<file path="src/rtl/tce_pkg.sv">
package tce_pkg;

    // avalon register map (byte addresses)
    localparam logic [7:0] TCE_A_CMD_LO   = 8'h00;
    localparam logic [7:0] TCE_A_CMD_HI   = 8'h04;
    localparam logic [7:0] TCE_A_CTRL     = 8'h08;
    localparam logic [7:0] TCE_A_STATUS   = 8'h0c;
    localparam logic [7:0] TCE_A_INFO     = 8'h10;
    localparam logic [7:0] TCE_A_BLKSIZE  = 8'h14;
    localparam logic [7:0] TCE_A_PARAM    = 8'h18;
    localparam logic [7:0] TCE_A_SEG0     = 8'h1c;
    localparam logic [7:0] TCE_A_SEG1     = 8'h20;
    localparam logic [7:0] TCE_A_SEG2     = 8'h24;

    // opcodes
    localparam logic [7:0] TCE_OP_WRITE   = 8'h0a;
    localparam logic [7:0] TCE_OP_FMARK   = 8'h10;
    localparam logic [7:0] TCE_OP_SPACE   = 8'h11;
    localparam logic [7:0] TCE_OP_MODESEL = 8'h15;
    localparam logic [7:0] TCE_OP_COPY    = 8'h18;

    // space codes
    localparam logic [1:0] TCE_SP_VBLK = 2'h0;
    localparam logic [1:0] TCE_SP_VFM  = 2'h1;
    localparam logic [1:0] TCE_SP_FBLK = 2'h2;
    localparam logic [1:0] TCE_SP_FFM  = 2'h3;

    // field positions
    localparam int TCE_B5_RETRY = 7;
    localparam int TCE_B5_ECC   = 6;
    localparam int TCE_B1_FIX   = 0;
    localparam int TCE_CTRL_GO  = 0;
    localparam int TCE_PRE_BYTES = 4;
    localparam int TCE_PAR_BYTES = 16;

    // block sizes and limits
    localparam logic [15:0] TCE_BLK_MIN  = 16'h0100;
    localparam logic [15:0] TCE_BLK_MAX  = 16'h2000;
    localparam logic [15:0] TCE_BLK_COPY = 16'h2000;
    localparam logic [15:0] TCE_ERASE_LEN = 16'h1000;
    localparam logic [2:0]  TCE_MAX_TRIES = 3'h7;

    typedef enum logic [2:0] {
        TCE_MV_NONE,
        TCE_MV_BLK_FWD,
        TCE_MV_BLK_REV,
        TCE_MV_FM_FWD,
        TCE_MV_FM_REV,
        TCE_MV_REPOS,
        TCE_MV_ERASE,
        TCE_MV_FMWRITE
    } tce_move_t;

    typedef struct packed {
        logic      go;
        tce_move_t op;
        logic [15:0] len;
    } tce_tape_req_t;

    typedef struct packed {
        logic done;
        logic fmark_hit;
        logic verify_err;
    } tce_tape_rsp_t;

endpackage

</file>
<file path="src/rtl/tce_executor.sv">
// Our own choices: the placing of the registers and the Avalon-MM register port.
`timescale 1ns/1ps
// How it works
// verify error: stop, reposition, erase 4096 bytes
// retry bit set: no write retry
// retry bit clear: rewrite past erased length
// seven failures: abort, valid flag, info count
// file mark: gap then mark pattern
// space code bits decode four types
// variable count signed; direction, zero no motion
// variable space: status after repositioning
// fixed space: sign picks direction, one item
// fixed space: status immediately on receipt
// file mark stops block spacing
// file mark stop: error, flags, info count
// block size 256 to 8192 from bytes 3-4
// block size resets to 8192
// copy always uses 8192 blocks
// copy takes 16-byte parameter list
// skip 4-byte preamble, keep 12 bytes
// copy byte 5: retry and ecc bits
// fixed writes use selected block size
// opcode decode; undefined opcode errors
// bad block size rejected, old kept
module tce_executor
    import tce_pkg::*;
(
    input  wire logic        clk_in,
    input  wire logic        rst_b_in,
    input  wire logic [7:0]  avs_address_in,
    input  wire logic        avs_read_in,
    input  wire logic        avs_write_in,
    input  wire logic [31:0] avs_writedata_in,
    output logic [31:0]      avs_readdata_out,
    output logic             avs_waitrequest_out,
    output tce_tape_req_t    tape_req_out,
    input  wire tce_tape_rsp_t tape_rsp_in,
    output logic             cmd_status_out,
    output logic             cmd_error_out
);

    typedef enum logic [2:0] {
        TCE_IDLE,
        TCE_PARAMS,
        TCE_MOVE,
        TCE_WAIT,
        TCE_DONE
    } tce_state_t;

    function automatic logic op_known(input logic [7:0] op);
        op_known = (op == TCE_OP_WRITE) || (op == TCE_OP_FMARK) || (op == TCE_OP_SPACE)
                || (op == TCE_OP_MODESEL) || (op == TCE_OP_COPY);
    endfunction

    // bus
    logic [31:0] rdata_q, rdata_d;
    logic        ack_q, ack_d;
    logic        wait_q, wait_d;
    logic [47:0] cmd_q, cmd_d;
    logic [15:0] blk_q, blk_d;
    logic [23:0] info_q, info_d;
    logic        vld_q, vld_d;
    logic        fil_q, fil_d;
    logic        err_q, err_d;
    logic        busy_q, busy_d;
    logic        stat_q, stat_d;
    logic [95:0] seg_q, seg_d;
    logic [4:0]  pcnt_q, pcnt_d;
    logic        retry_q, retry_d;
    logic        ecc_q, ecc_d;
    logic [15:0] wlen_q, wlen_d;
    // executor
    tce_state_t    st_q, st_d;
    tce_tape_req_t req_q, req_d;
    logic [23:0]   left_q, left_d;
    logic [23:0]   done_q, done_d;
    logic [2:0]    tries_q, tries_d;
    logic          is_fm_q, is_fm_d;
    logic          fixed_q, fixed_d;
    logic          fwd_q, fwd_d;
    logic          wr_q, wr_d;

    logic        bus_req;
    logic [7:0]  op;
    logic [1:0]  code;
    logic [23:0] cnt;
    logic [15:0] msel;
    logic        go;

    assign bus_req = (avs_read_in || avs_write_in) && !ack_q;
    assign op   = cmd_q[7:0];
    assign code = cmd_q[9:8];
    assign cnt  = {cmd_q[23:16], cmd_q[31:24], cmd_q[39:32]};
    assign msel = {cmd_q[31:24], cmd_q[39:32]};
    assign go   = bus_req && avs_write_in && (avs_address_in == TCE_A_CTRL)
               && avs_writedata_in[TCE_CTRL_GO] && !busy_q;

    always_comb
    begin
        rdata_d = rdata_q;
        ack_d   = bus_req;
        wait_d  = !bus_req;
        cmd_d   = cmd_q;
        blk_d   = blk_q;
        info_d  = info_q;
        vld_d   = vld_q;
        fil_d   = fil_q;
        err_d   = err_q;
        busy_d  = busy_q;
        stat_d  = 1'b0;
        seg_d   = seg_q;
        pcnt_d  = pcnt_q;
        retry_d = retry_q;
        ecc_d   = ecc_q;
        wlen_d  = wlen_q;
        st_d    = st_q;
        req_d   = req_q;
        req_d.go = 1'b0;
        left_d  = left_q;
        done_d  = done_q;
        tries_d = tries_q;
        is_fm_d = is_fm_q;
        fixed_d = fixed_q;
        fwd_d   = fwd_q;
        wr_d    = wr_q;
        // parameter bytes arrive while busy, command words must not
        if (bus_req && avs_write_in)
        begin
            case (avs_address_in)
                TCE_A_CMD_LO:
                begin
                    if (!busy_q)
                        cmd_d[31:0] = avs_writedata_in;
                end
                TCE_A_CMD_HI:
                begin
                    if (!busy_q)
                        cmd_d[47:32] = avs_writedata_in[15:0];
                end
                TCE_A_PARAM:
                begin
                    if (st_q == TCE_PARAMS)
                    begin
                        // only bytes past the preamble are kept  // see
                        if (pcnt_q >= 5'(TCE_PRE_BYTES))
                            seg_d = {seg_q[87:0], avs_writedata_in[7:0]};
                        pcnt_d = pcnt_q + 5'h1;
                    end
                end
                default: ;
            endcase
        end
        if (bus_req && avs_read_in)
        begin
            case (avs_address_in)
                TCE_A_CMD_LO:  rdata_d = cmd_q[31:0];
                TCE_A_CMD_HI:  rdata_d = {16'h0000, cmd_q[47:32]};
                TCE_A_STATUS:  rdata_d = {27'h0, ecc_q, fil_q, vld_q, err_q, busy_q};
                TCE_A_INFO:    rdata_d = {8'h00, info_q};
                TCE_A_BLKSIZE: rdata_d = {16'h0000, wlen_q};
                TCE_A_SEG0:    rdata_d = seg_q[95:64];
                TCE_A_SEG1:    rdata_d = seg_q[63:32];
                TCE_A_SEG2:    rdata_d = seg_q[31:0];
                default:       rdata_d = 32'h0000_0000;
            endcase
        end

        case (st_q)
            TCE_IDLE:
            begin
                if (go)
                begin
                    busy_d  = 1'b1;
                    err_d   = 1'b0;
                    vld_d   = 1'b0;
                    fil_d   = 1'b0;
                    done_d  = 24'h0;
                    tries_d = 3'h0;
                    retry_d = cmd_q[40 + TCE_B5_RETRY];
                    st_d    = TCE_DONE;
                    case (op)
                        TCE_OP_WRITE:
                        begin
                            wr_d   = 1'b1;
                            fixed_d = cmd_q[8 + TCE_B1_FIX];
                            wlen_d = fixed_d ? blk_q : cnt[15:0];
                            left_d = fixed_d ? cnt : 24'h1;
                            st_d   = TCE_MOVE;
                        end
                        TCE_OP_FMARK:
                        begin
                            wr_d  = 1'b0;
                            // drive writes the gap before the mark  // see
                            req_d = '{go: 1'b1, op: TCE_MV_FMWRITE, len: 16'h0};
                            st_d  = TCE_WAIT;
                        end
                        TCE_OP_SPACE:
                        begin
                            wr_d    = 1'b0;
                            is_fm_d = code[0];
                            fixed_d = code[1];
                            fwd_d   = !cnt[23];
                            left_d  = code[1] ? 24'h1 : (cnt[23] ? 24'(-cnt) : cnt);
                            if (cnt == 24'h0)
                                st_d = TCE_DONE;
                            else
                                st_d = TCE_MOVE;
                            if (code[1])
                                stat_d = 1'b1;
                        end
                        TCE_OP_MODESEL:
                        begin
                            if (msel >= TCE_BLK_MIN && msel <= TCE_BLK_MAX)
                                blk_d = msel;
                            else
                                err_d = 1'b1;
                        end
                        TCE_OP_COPY:
                        begin
                            ecc_d  = cmd_q[40 + TCE_B5_ECC];
                            wlen_d = TCE_BLK_COPY;
                            pcnt_d = 5'h0;
                            st_d   = TCE_PARAMS;
                        end
                        default: err_d = 1'b1;
                    endcase
                end
            end
            TCE_PARAMS:
            begin
                if (pcnt_q == 5'(TCE_PAR_BYTES))
                    st_d = TCE_DONE;
            end
            TCE_MOVE:
            begin
                req_d.go = 1'b1;
                if (wr_q)
                    req_d.op = TCE_MV_NONE;
                else if (is_fm_q)
                    req_d.op = fwd_q ? TCE_MV_FM_FWD : TCE_MV_FM_REV;
                else
                    req_d.op = fwd_q ? TCE_MV_BLK_FWD : TCE_MV_BLK_REV;
                req_d.len = wlen_q;
                st_d = TCE_WAIT;
            end
            TCE_WAIT:
            begin
                if (tape_rsp_in.done)
                begin
                    st_d = TCE_MOVE;
                    if (req_q.op == TCE_MV_FMWRITE)
                        st_d = TCE_DONE;
                    else if (req_q.op == TCE_MV_REPOS)
                    begin
                        req_d = '{go: 1'b1, op: TCE_MV_ERASE, len: TCE_ERASE_LEN};
                        st_d  = TCE_WAIT;
                    end
                    else if (req_q.op == TCE_MV_ERASE)
                    begin
                        // erase always runs, so an aborted block leaves clean tape
                        if (retry_q || tries_q == TCE_MAX_TRIES)
                        begin
                            err_d  = 1'b1;
                            vld_d  = 1'b1;
                            info_d = left_q;
                            st_d   = TCE_DONE;
                        end
                        else
                            st_d = TCE_MOVE; // rewrite past erase  // see
                    end
                    else if (wr_q && tape_rsp_in.verify_err)
                    begin
                        tries_d = tries_q + 3'h1;
                        // stop and back up to block start  // see
                        req_d = '{go: 1'b1, op: TCE_MV_REPOS, len: wlen_q};
                        st_d  = TCE_WAIT;
                    end
                    else if (!wr_q && !is_fm_q && tape_rsp_in.fmark_hit)
                    begin
                        // drive halts on far side of the mark  // see
                        err_d  = 1'b1;
                        vld_d  = 1'b1;
                        fil_d  = 1'b1;
                        info_d = left_q; // mark block not counted  // see
                        st_d   = TCE_DONE;
                    end
                    else
                    begin
                        tries_d = 3'h0;
                        left_d  = left_q - 24'h1;
                        done_d  = done_q + 24'h1;
                        if (left_q == 24'h1)
                            st_d = TCE_DONE;
                    end
                end
            end
            TCE_DONE:
            begin
                busy_d = 1'b0;
                // fixed space already reported at receipt  // see
                if (!(op == TCE_OP_SPACE && fixed_q && !err_q))
                    stat_d = 1'b1;
                st_d = TCE_IDLE;
            end
            default: st_d = TCE_IDLE;
        endcase
    end

    always_ff @(posedge clk_in or negedge rst_b_in)
    begin
        if (!rst_b_in)
        begin
            rdata_q <= 32'h0000_0000;
            ack_q   <= 1'b0;
            wait_q  <= 1'b1;
            cmd_q   <= 48'h0;
            blk_q   <= TCE_BLK_MAX;
            info_q  <= 24'h0;
            vld_q   <= 1'b0;
            fil_q   <= 1'b0;
            err_q   <= 1'b0;
            busy_q  <= 1'b0;
            stat_q  <= 1'b0;
            seg_q   <= 96'h0;
            pcnt_q  <= 5'h0;
            retry_q <= 1'b0;
            ecc_q   <= 1'b0;
            wlen_q  <= TCE_BLK_MAX;
            st_q    <= TCE_IDLE;
            req_q   <= '{go: 1'b0, op: TCE_MV_NONE, len: 16'h0};
            left_q  <= 24'h0;
            done_q  <= 24'h0;
            tries_q <= 3'h0;
            is_fm_q <= 1'b0;
            fixed_q <= 1'b0;
            fwd_q   <= 1'b1;
            wr_q    <= 1'b0;
        end
        else
        begin
            rdata_q <= rdata_d;
            ack_q   <= ack_d;
            wait_q  <= wait_d;
            cmd_q   <= cmd_d;
            blk_q   <= blk_d;
            info_q  <= info_d;
            vld_q   <= vld_d;
            fil_q   <= fil_d;
            err_q   <= err_d;
            busy_q  <= busy_d;
            stat_q  <= stat_d;
            seg_q   <= seg_d;
            pcnt_q  <= pcnt_d;
            retry_q <= retry_d;
            ecc_q   <= ecc_d;
            wlen_q  <= wlen_d;
            st_q    <= st_d;
            req_q   <= req_d;
            left_q  <= left_d;
            done_q  <= done_d;
            tries_q <= tries_d;
            is_fm_q <= is_fm_d;
            fixed_q <= fixed_d;
            fwd_q   <= fwd_d;
            wr_q    <= wr_d;
        end
    end

    // waitrequest high until the registered answer is ready
    assign avs_waitrequest_out = wait_q;
    assign avs_readdata_out    = rdata_q;
    assign tape_req_out        = req_q;
    assign cmd_status_out      = stat_q;
    assign cmd_error_out       = err_q;

endmodule

</file>
<file path="config.mk">
export PLATFORM = sky130hd
export DESIGN_NAME = tce_executor
export DESIGN_NICKNAME = d
export VERILOG_FILES = /design/src/rtl/tce_pkg.sv /design/src/rtl/tce_executor.sv
export SDC_FILE = /design/constraint.sdc
export NUM_CORES = 1
export LEC_CHECK = 0
export BUFFER_PORTS_ARGS = -buffer_cell sky130_fd_sc_hd__buf_2
export CORE_ASPECT_RATIO = 0.7
export CORE_MARGIN = 2
export CORE_UTILIZATION = 65
export DETAILED_ROUTE_END_ITERATION = 10
export PLACE_DENSITY = 0.84
export SYNTH_ARGS = -nofsm -noshare
export SYNTH_HDL_FRONTEND = slang
export SYNTH_SLANG_ARGS = --single-unit
</file>
<file path="constraint.sdc">
create_clock -name clk_in -period 5.35 [get_ports clk_in]
set_input_delay 1.07 -clock clk_in [delete_from_list [all_inputs] [get_ports clk_in]]
set_output_delay 1.07 -clock clk_in [all_outputs]
set_load 0.1 [all_outputs]
</file>
# After elaboration in Yosys (flattened, before gate mapping)
# Cells that the tools add are included.
# word_totals
wordCells	216
register_bits	300
# op_classes
order_cmp	3
reduce_logical	51
bitwise_logic	3
mux	85
add_sub_neg	4
n_eq_ne	43
# op_table
operator	n
24-bit two-way mux	14
32-bit one-hot mux with 8 select lines	1
20-bit two-way mux	7
24-bit one-hot mux with 2 select lines	2
8-bit by 5-bit == test with 1-bit output (second input constant)	8
3-bit two-way mux	21
20-bit one-hot mux with 3 select lines	1
16-bit one-hot mux with 2 select lines	1
5-bit two-way mux	6
24-bit by 1-bit == test with 1-bit output (second input constant)	1
8-bit by 4-bit == test with 1-bit output (second input constant)	3
24-bit zero test	1
24-bit negation	1
3-bit one-hot mux with 4 select lines	2
3-bit AND reduction	8
24-bit by 1-bit subtractor with 24-bit output (second input constant)	1
7-bit AND reduction	3
1-bit two-way mux	19
2-bit != test (second input constant)	9
3-bit != test (second input constant)	6
8-bit by 6-bit == test with 1-bit output (second input constant)	2
16-bit by 9-bit >= comparator with 1-bit output (second input constant)	1
16-bit by 14-bit <= comparator with 1-bit output (second input constant)	1
16-bit two-way mux	1
27 further kinds	69

# Logic depth before layout (Yosys ltp)
# Gate-level depths: netlist (run 1).
# logic_depth
ltp_word	10
ltp_mapped	10
ltp_nobuf	8

# Worst setup path before layout (run 1)
# No wires, ideal clock.
# synth_timing
path_type	input port to flip-flop
startpoint	input avs_address_in[5]
endpoint	register req_q (netlist bit tape_req_out[10])
path_stages	10
arrival_ps	3326
slack_ps	1903
path_buffers	4
t_required_ps	5228
path_cell_list	buf_6 > nor4_4 > nand4_2 > or4_1 > buf_2 > or3_4 > and2_1 > buf_2 > buf_6 > a22o_1
# synth_via
elab_chain_cells	6
# synth_rtl
element	line_no	rtl
from (decl)	tce_executor.sv:30	input wire logic [7:0] avs_address_in,
8-bit by 4-bit == test with 1-bit output	tce_executor.sv:95	assign go = bus_req && avs_write_in && (avs_address_in == TCE_A_CTRL)
1-bit logical AND	tce_executor.sv:95	
1-bit logical AND (2 in series)	tce_executor.sv:96	&& avs_writedata_in[TCE_CTRL_GO] && !busy_q;
2-bit != test (no line)	--	
7-bit AND reduction (no line)	--	
to (signal assigned)	tce_executor.sv:330	req_q <= '{go: 1'b0, op: TCE_MV_NONE, len: 16'h0};
to (signal assigned)	tce_executor.sv:358	req_q <= req_d;
to (decl)	tce_executor.sv:74	tce_tape_req_t req_q, req_d;
# No other way between the ends.
# A chain may end at the register's enable or synchronous reset.

# Worst setup path after layout (run 1)
# layout_timing
startpoint	register cmd_q[3]
endpoint	register left_q[11]
# layout_via
elab_chain_cells	4
elab_cells_between_ends	7
cone_classes	eq/ne: 3; mux: 3; reduce/logical: 1
# layout_rtl
element	line_no	rtl
from (decl)	tce_executor.sv:59	logic [47:0] cmd_q, cmd_d;
from (signal assigned)	tce_executor.sv:344	cmd_q <= cmd_d;
8-bit by 5-bit == test with 1-bit output / 8-bit by 4-bit == test with 1-bit output (equally long branches)	tce_executor.sv:181	case (op)
24-bit one-hot mux with 2 select lines	tce_executor.sv:181	
24-bit two-way mux	tce_executor.sv:171	if (go)
24-bit one-hot mux with 2 select lines	tce_executor.sv:168	case (st_q)
to (signal assigned)	tce_executor.sv:359	left_q <= left_d;
to (decl)	tce_executor.sv:75	logic [23:0] left_q, left_d;
# Several ways; a longest one is shown, not always the timed one. The select of a mux whose other input is x is not followed.

==> results by group, run 1 <==
Clock tree
  • Cts hold-fix bufs: 0
  • Setup Buffers After CTS: 0
  • PostCTS Resize Cnt: 0
  • Root buffer cell: clkbuf_16
  • CTS Sinks: 300
  • Worst skew pair latency: 0.55 ns
  • H-tree depth: 1
  • CTS buffer count: 27
  • CTS tree: done
  • CTS Buffer Depth: 3
  • Clk pin slew, worst setup/hold paths: 0.07 ns

Worst setup path
  • CP required: 5.78 ns
  • Crit path kind: flop to flop
  • CP max FO: 21
  • Setup crit start kind: flop
  • CP Capture Type: flop
  • Critical path arrival: 3.99 ns

Yosys
  • Post-synth EDFFs: 0
  • Yosys reg bits: 300
  • Main combinational cell family by area after synthesis: multiplexers
  • Synth Warn #: 0
  • Register area share after synthesis: 51.9%
  • Mux cell area share after synthesis: 17.1%
  • Synth Area in Simple Gates: 11.4%
  • Synth Area in Adders: 0.691%
  • Compound-Gate Fraction of Synth Area: 15.5%
  • Synth Instances: 1302
  • Area share of xor/xnor cells in the synthesized design: 0.484%
  • Mapped cell area: 14500 um2
  • Main synth FF type: dfrtp_1
  • Syn Nets: 1357
  • Syn Area/Cell: 11.1 um2
  • Post-synth cell types: 76
  • Async set or reset register ratio after synthesis: 100%

Worst hold path
  • Hold Path Class: flop to flop

Power
  • Switching Fraction: 30.3%
  • Leak: 0.00770 uW
  • Power per cell area: 339 nW/um2
  • Clock network power share: 36.8%
  • Register share of total power: 47.7%
  • Comb pwr share: 15.5%
  • Pwr Total: 5470 uW
  • Switch Pwr: 1660 uW
  • IR Drop Worst-Case VDD: 0.246 mV
  • Cell Int Power: 3820 uW

Detailed routing
  • DR vias/cell: 7.07
  • Overall routed net length: 43100 um
  • Initial drt markers: 1888
  • First-pass DRT Iterations: 5
  • Residual DRC: 0
  • DR WL/cell: 25.8 um
  • Routed Antenna Nets: 0
  • Vias: 11811

Global routing
  • Largest net degree at the start of global routing: 113
  • First-pass GRT wire length: 66300 um
  • GRT Total Usage: 37.1%
  • Initial antenna violation count: 2
  • Vias in the first global route: 11111
  • GRT overflow: 0

Floorplan
  • Die Width: 182 um
  • Initial Utilization: 66.5%
  • Core Box Area: 21800 um2
  • Standard-cell rows: 45
  • Boundary Pins: 102
  • Die ar.: 23500 um2
  • Die Height: 129 um

STA
  • Fmax: 281 MHz
  • Final Cycle Share: 66.6%
  • RSZ-0062 raised after global routing: no
  • Slew Viols, Final: 0
  • Worst-margin pin slew: 1.17 ns
  • Final Hold Vio Count: 0
  • Worst slew margin: 22.2%
  • Post-route setup TNS: 0 ns
  • Clock Skew: 0.0184 ns
  • Final setup violation count: 0
  • Final min period: 3.56 ns

Finish
  • Filler Cells Inserted: 1492
  • Syn-to-layout area delta: 11.6%
  • Fin nets: 1422
  • Most frequent cells in the layout: dfrtp_1 (296), mux2_2 (190), nand2_1 (105), buf_2 (100), o21ai_0 (79)
  • Commonest non-fill, non-tap cell in the layout: dfrtp_1
  • Share of cells above drive strength 1: 27.6%

Place
  • IO Port Bufs: 101
  • Post-DP HPWL: 30100 um
  • GPL Wtd Cong: 0.958

Outcome
  • Status: completed

Flow run
  • Number of max-cap violations: 0
## metal layers
metal / vias up / share of wire [%] / global-route usage, %
met5: - / 0.028 / 0
met4: 2 / 3.3 / 11.2
met3: 120 / 13 / 9.62
met1: 5836 / 40 / 54.5
li1: 5019 / - / -
met2: 834 / 43 / 55.0
## registers in the layout, indices dropped and copies added, names as in the netlist, 3 cells and up
name,cells
left_q,24
pcnt_q,5
st_q,3
info_q,24
avs_readdata_out,32
blk_q,16
seg_q,96
tape_req_out,20
wlen_q,16
cmd_q,48
tries_q,3
## worst max-delay path, stage by stage, from the launching register on
cell and delay, ns:
dfrtp_1 0.54, nor4bb_1 0.93, o21ai_0 0.30, a21oi_1 0.43, and2_1 0.75, o21ai_0 0.20, a22o_1 0.27
## stage by stage
step / cell area, um2 / hold slack (ns) / std cells / worst slack, ns / utilization (%)
3_5_place_dp: 15200 / 0.460 / 1620 / 1.41 / 70.0
4_1_cts: 16200 / 0.475 / 1669 / 1.97 / 74.2
3_3_place_gp: 15200 / 0.456 / 1620 / 1.47 / 70.0
5_1_grt: 16200 / 0.489 / 1669 / 1.67 / 74.2
6_report: 16200 / 0.474 / 1670 / 1.79 / 74.2
2_1_floorplan: 14500 / 0.450 / 1302 / 1.90 / -
## kinds of logic (layout without fill, tap and decap cells)
group	after synthesis	in the layout
and+or+nand+nor	330	330
DFF	300	300
xor gates and xnor gates	8	8
other	0	1
muxes	223	223
adders and majority gates	8	8
AOI/OAI and AO/OA	327	327
buffers and inverters	106	191
## final timing paths
kind / depth (start not counted) / start / slack, ns / endpoint
worst max-delay path: 6 / cmd_q[3]$_DFFE_PN0P_ / 1.79 / left_q[11]$_DFFE_PN0P_
worst min-delay path: 1 / avs_readdata_out[27]$_DFFE_PN0P_ / 0.47 / avs_readdata_out[27]$_DFFE_PN0P_
worst max register to register: 6 / cmd_q[3]$_DFFE_PN0P_ / 1.79 / left_q[11]$_DFFE_PN0P_
worst min register to register: 1 / avs_readdata_out[27]$_DFFE_PN0P_ / 0.47 / avs_readdata_out[27]$_DFFE_PN0P_
max in group asynchronous: 2 / rst_b_in / 3.52 / left_q[15]$_DFFE_PN0P_
min in group asynchronous: 1 / rst_b_in / 0.49 / pcnt_q[2]$_DFF_PN0_
## power groups by stage
stage,registers (uW),clock network [uW],logic (uW)
2_1_floorplan,2610,0,538
3_3_place_gp,2640,0,800
3_5_place_dp,2640,0,825
4_1_cts,2600,2030,829
5_1_grt,2630,2130,921
6_report,2610,2010,847
## cells in the mapped netlist (14+ instances only)
cell type,instances,share of area [%]
a31oi_1,14,0.60
nand2_1,105,2.7
a21o_1,16,0.83
mux2_2,190,15
o21ai_0,79,2.7
nor2_1,70,1.8
nor3_1,25,0.86
a22oi_1,20,1.0
a222oi_1,18,1.2
o31ai_1,14,0.73
nor4_1,20,0.86
nand3_1,29,1.0
dfrtp_1,296,51
a21oi_1,59,2.0
mux2i_1,32,2.2
a221oi_1,18,1.1
a22o_1,36,2.2
clkbuf_1,78,2.0
## area by class of cell
class | count | area [um2] | area share, %
multi-input combinational | 896 | 6590 | 40.7
sequential | 300 | 7510 | 46.5
clock buffer | 33 | 708 | 4.38
clock inverter | 16 | 205 | 1.27
inverter | 14 | 52.6 | 0.325
timing repair buffer | 128 | 743 | 4.60
tap | 282 | 353 | 2.18
antenna | 1 | 2.50 | 0.0155
Power figures use the tool's default switching activity.
==> run 2, diff against run 1 <==
--- a/config.mk
+++ b/config.mk
@@ -8,9 +8,9 @@
 export BUFFER_PORTS_ARGS = -buffer_cell sky130_fd_sc_hd__buf_2
 export CORE_ASPECT_RATIO = 0.7
 export CORE_MARGIN = 2
-export CORE_UTILIZATION = 65
+export CORE_UTILIZATION = 61
 export DETAILED_ROUTE_END_ITERATION = 10
-export PLACE_DENSITY = 0.84
+export PLACE_DENSITY = 0.79
 export SYNTH_ARGS = -nofsm -noshare
 export SYNTH_HDL_FRONTEND = slang
 export SYNTH_SLANG_ARGS = --single-unit
==> constraint.sdc (replaced) <==
create_clock -name clk_in -period 3.6 [get_ports clk_in]
set_input_delay 0.72 -clock clk_in [delete_from_list [all_inputs] [get_ports clk_in]]
set_output_delay 0.72 -clock clk_in [all_outputs]
set_load 0.1 [all_outputs]
==> results by group, run 2 (synthesis gave the netlist of run 1 again) <==
Floorplan
  • Standard-cell rows: 47 (+4.4%)
  • Die Width: 188 um (+3.2%)
  • Initial Utilization: 61.7% (-4.7 points)
  • Boundary Pins: 102 (unchanged)
  • Die Height: 133 um (+3.1%)
  • Core Box Area: 23500 um2 (+7.7%)
  • Die ar.: 25000 um2 (+6.4%)

Detailed routing
  • Residual DRC: 0 (unchanged)
  • Initial drt markers: 1557 (-18%)
  • Overall routed net length: 44200 um (+2.6%)
  • First-pass DRT Iterations: 6 (+1)
  • Routed Antenna Nets: 0 (unchanged)
  • Vias: 11797 (-0.12%)
  • DR vias/cell: 6.79 (-4.0%)
  • DR WL/cell: 25.4 um (-1.5%)

Clock tree
  • Setup Buffers After CTS: 0 (unchanged)
  • Clk pin slew, worst setup/hold paths: 0.07 ns (about the same)
  • Worst skew pair latency: 0.55 ns (about the same)
  • CTS buffer count: 29 (+7.4%)
  • CTS tree: done
  • Cts hold-fix bufs: 0 (unchanged)
  • H-tree depth: 1 (unchanged)
  • Root buffer cell: clkbuf_16
  • CTS Sinks: 300 (unchanged)
  • CTS Buffer Depth: 3 (unchanged)
  • PostCTS Resize Cnt: 0 (unchanged)

Global routing
  • GRT Total Usage: 35.6% (-1.5 points)
  • Initial antenna violation count: 1 (-1)
  • Vias in the first global route: 11257 (+1.3%)
  • First-pass GRT wire length: 67700 um (+2.2%)
  • GRT overflow: 0 (unchanged)
  • Largest net degree at the start of global routing: 100 (-12%)

STA
  • Clock Skew: 0.0131 ns (-0.00531 ns)
  • Final Hold Vio Count: 0 (unchanged)
  • Post-route setup TNS: 0 ns (unchanged)
  • Final setup violation count: 0 (unchanged)
  • Final hold slack: 0.210 ns (-0.264 ns)
  • Final Cycle Share: 85.9% (+19 points)
  • RSZ-0062 raised after global routing: no
  • Worst-margin pin slew: 1.10 ns (-0.0664 ns)
  • Slew Viols, Final: 0 (unchanged)
  • Final min period: 3.09 ns (-0.471 ns)
  • Worst slew margin: 26.2% (+3.9 points)
  • Fmax: 323 MHz (+15%)

Worst setup path
  • Crit path cell chain: or4_1 > or3_1 > nor4_1 > mux2_2 > a221oi_1 > o21ai_0
  • CP Capture Type: flop
  • Crit path kind: flop to flop
  • Reg-to-reg startpoint: cmd_q[27]$_DFFE_PN0P_
  • Worst-case reg-to-reg path depth: 6 (unchanged)
  • Critical Path Max Stage Delay: 0.73 ns (-0.20 ns)
  • Worst Path Buf+Inv: 0 (unchanged)
  • Slowest-stage cell, CP: or4_1
  • RR Endpoint: left_q[19]$_DFFE_PN0P_
  • Setup crit start kind: flop
  • Top delay family on crit path: simple AND/OR/NAND/NOR gates
  • CP required: 4.00 ns (-1.78 ns)
  • Reg2Reg Setup Slack: 0.51 ns (-1.28 ns)
  • CP max FO: 5 (-76%)
  • Critical path arrival: 3.49 ns (-0.50 ns)

Finish
  • Biggest register: seg_q
  • Commonest non-fill, non-tap cell in the layout: dfrtp_1
  • Design Area, Final: 16500 um2 (+2.1%)
  • Most frequent cells in the layout: dfrtp_1 (296), mux2_2 (190), nand2_1 (105), buf_2 (100), o21ai_0 (79)
  • Max reg flops: 96 (unchanged)
  • Antenna Cells: 0 (-1)
  • Share of cells above drive strength 1: 29.1% (+1.5 points)
  • Fin nets: 1453 (+2.2%)
  • Syn-to-layout area delta: 13.9%

Place
  • IO Port Bufs: 101 (unchanged)
  • GPL Wtd Cong: 0.981 (+2.4%)
  • Placed cell areas: 15500 um2 (+2.0%)
  • Post-DP HPWL: 31500 um (+4.6%)

Power
  • IR Drop Worst-Case VDD: 0.447 mV (+82%)
  • Leak: 0.00790 uW (+2.6%)
  • Power per cell area: 503 nW/um2 (+49%)
  • Pwr Total: 8300 uW (+52%)

Worst hold path
  • Hold Path Class: input port to asynchronous set/reset pin

Outcome
  • Status: completed

Flow run
  • Number of max-cap violations: 0 (unchanged)
==> run 2: cell count changes in the layout (fill, tap and decap cells not counted), sizes merged <==
cell | previous run | this run
clkinv | 8 | 9
clkinvlp | 4 | 1
clkbuf | 33 | 41
buf | 128 | 157
bufinv | 4 | 3
diode | 1 | 0
inv | 14 | 13
==> run 2: report_power, final <==
part           internal, uW  switching (uW)  leakage, uW
clock network          1790            1310     0.000470
registers              3580             303      0.00410
logic                   431             897      0.00333
total                  5790            2510      0.00790
==> run 2: final cells by class <==
type / instances / area, um2
well taps: 318 / 398
repair buffers: 157 / 998
flip-flops and latches: 300 / 7510
clock inverters: 12 / 149
clock buffers: 41 / 811
fillers: 1689 / 6960
multi-input cells: 896 / 6590
inverters: 14 / 52.6
==> run 2: worst max path at each step <==
| stage | from | end | slack [ns] | cells after the start |
|---|---|---|---|---|
| final | cmd_q[27]$_DFFE_PN0P_ | left_q[19]$_DFFE_PN0P_ | 0.51 | 6 |
| after global placement | avs_write_in | tape_req_out[14]$_DFFE_PN0P_ | 0.40 | 7 |
| after CTS | cmd_q[27]$_DFFE_PN0P_ | left_q[19]$_DFFE_PN0P_ | 0.62 | 6 |
| after detailed placement | avs_write_in | tape_req_out[11]$_DFFE_PN0P_ | 0.28 | 7 |
| after floorplan | avs_address_in[5] | tape_req_out[10]$_DFFE_PN0P_ | 0.50 | 10 |
| after global routing | cmd_q[27]$_DFFE_PN0P_ | left_q[19]$_DFFE_PN0P_ | 0.38 | 6 |
==> run 2: layer usage <==
metal	up-vias	GRT usage (%)	share of wire, %	routed length [um]
met2	695	49.3	41	18300
met5	-	0	0.029	13
met3	107	11.1	12	5510
met4	2	10.5	3.1	1380
met1	5921	53.7	43	19000
li1	5072	-	-	-
==> run 2: per-stage QoR <==
stage	worst slack [ns]	util, %	instances
3_3_place_gp	0.402	66.3	1685
4_1_cts	0.620	70.3	1738
5_1_grt	0.379	70.3	1738
2_1_floorplan	0.503	-	1302
3_5_place_dp	0.276	66.3	1685
6_report	0.508	70.3	1738
==> run 2: worst reg2reg max path, cell delays in order, from the launching register on <==
cell and delay (ns):
dfrtp_1 0.37, or4_1 0.73, or3_1 0.47, nor4_1 0.37, mux2_2 0.39, a221oi_1 0.44
o21ai_0 0.17
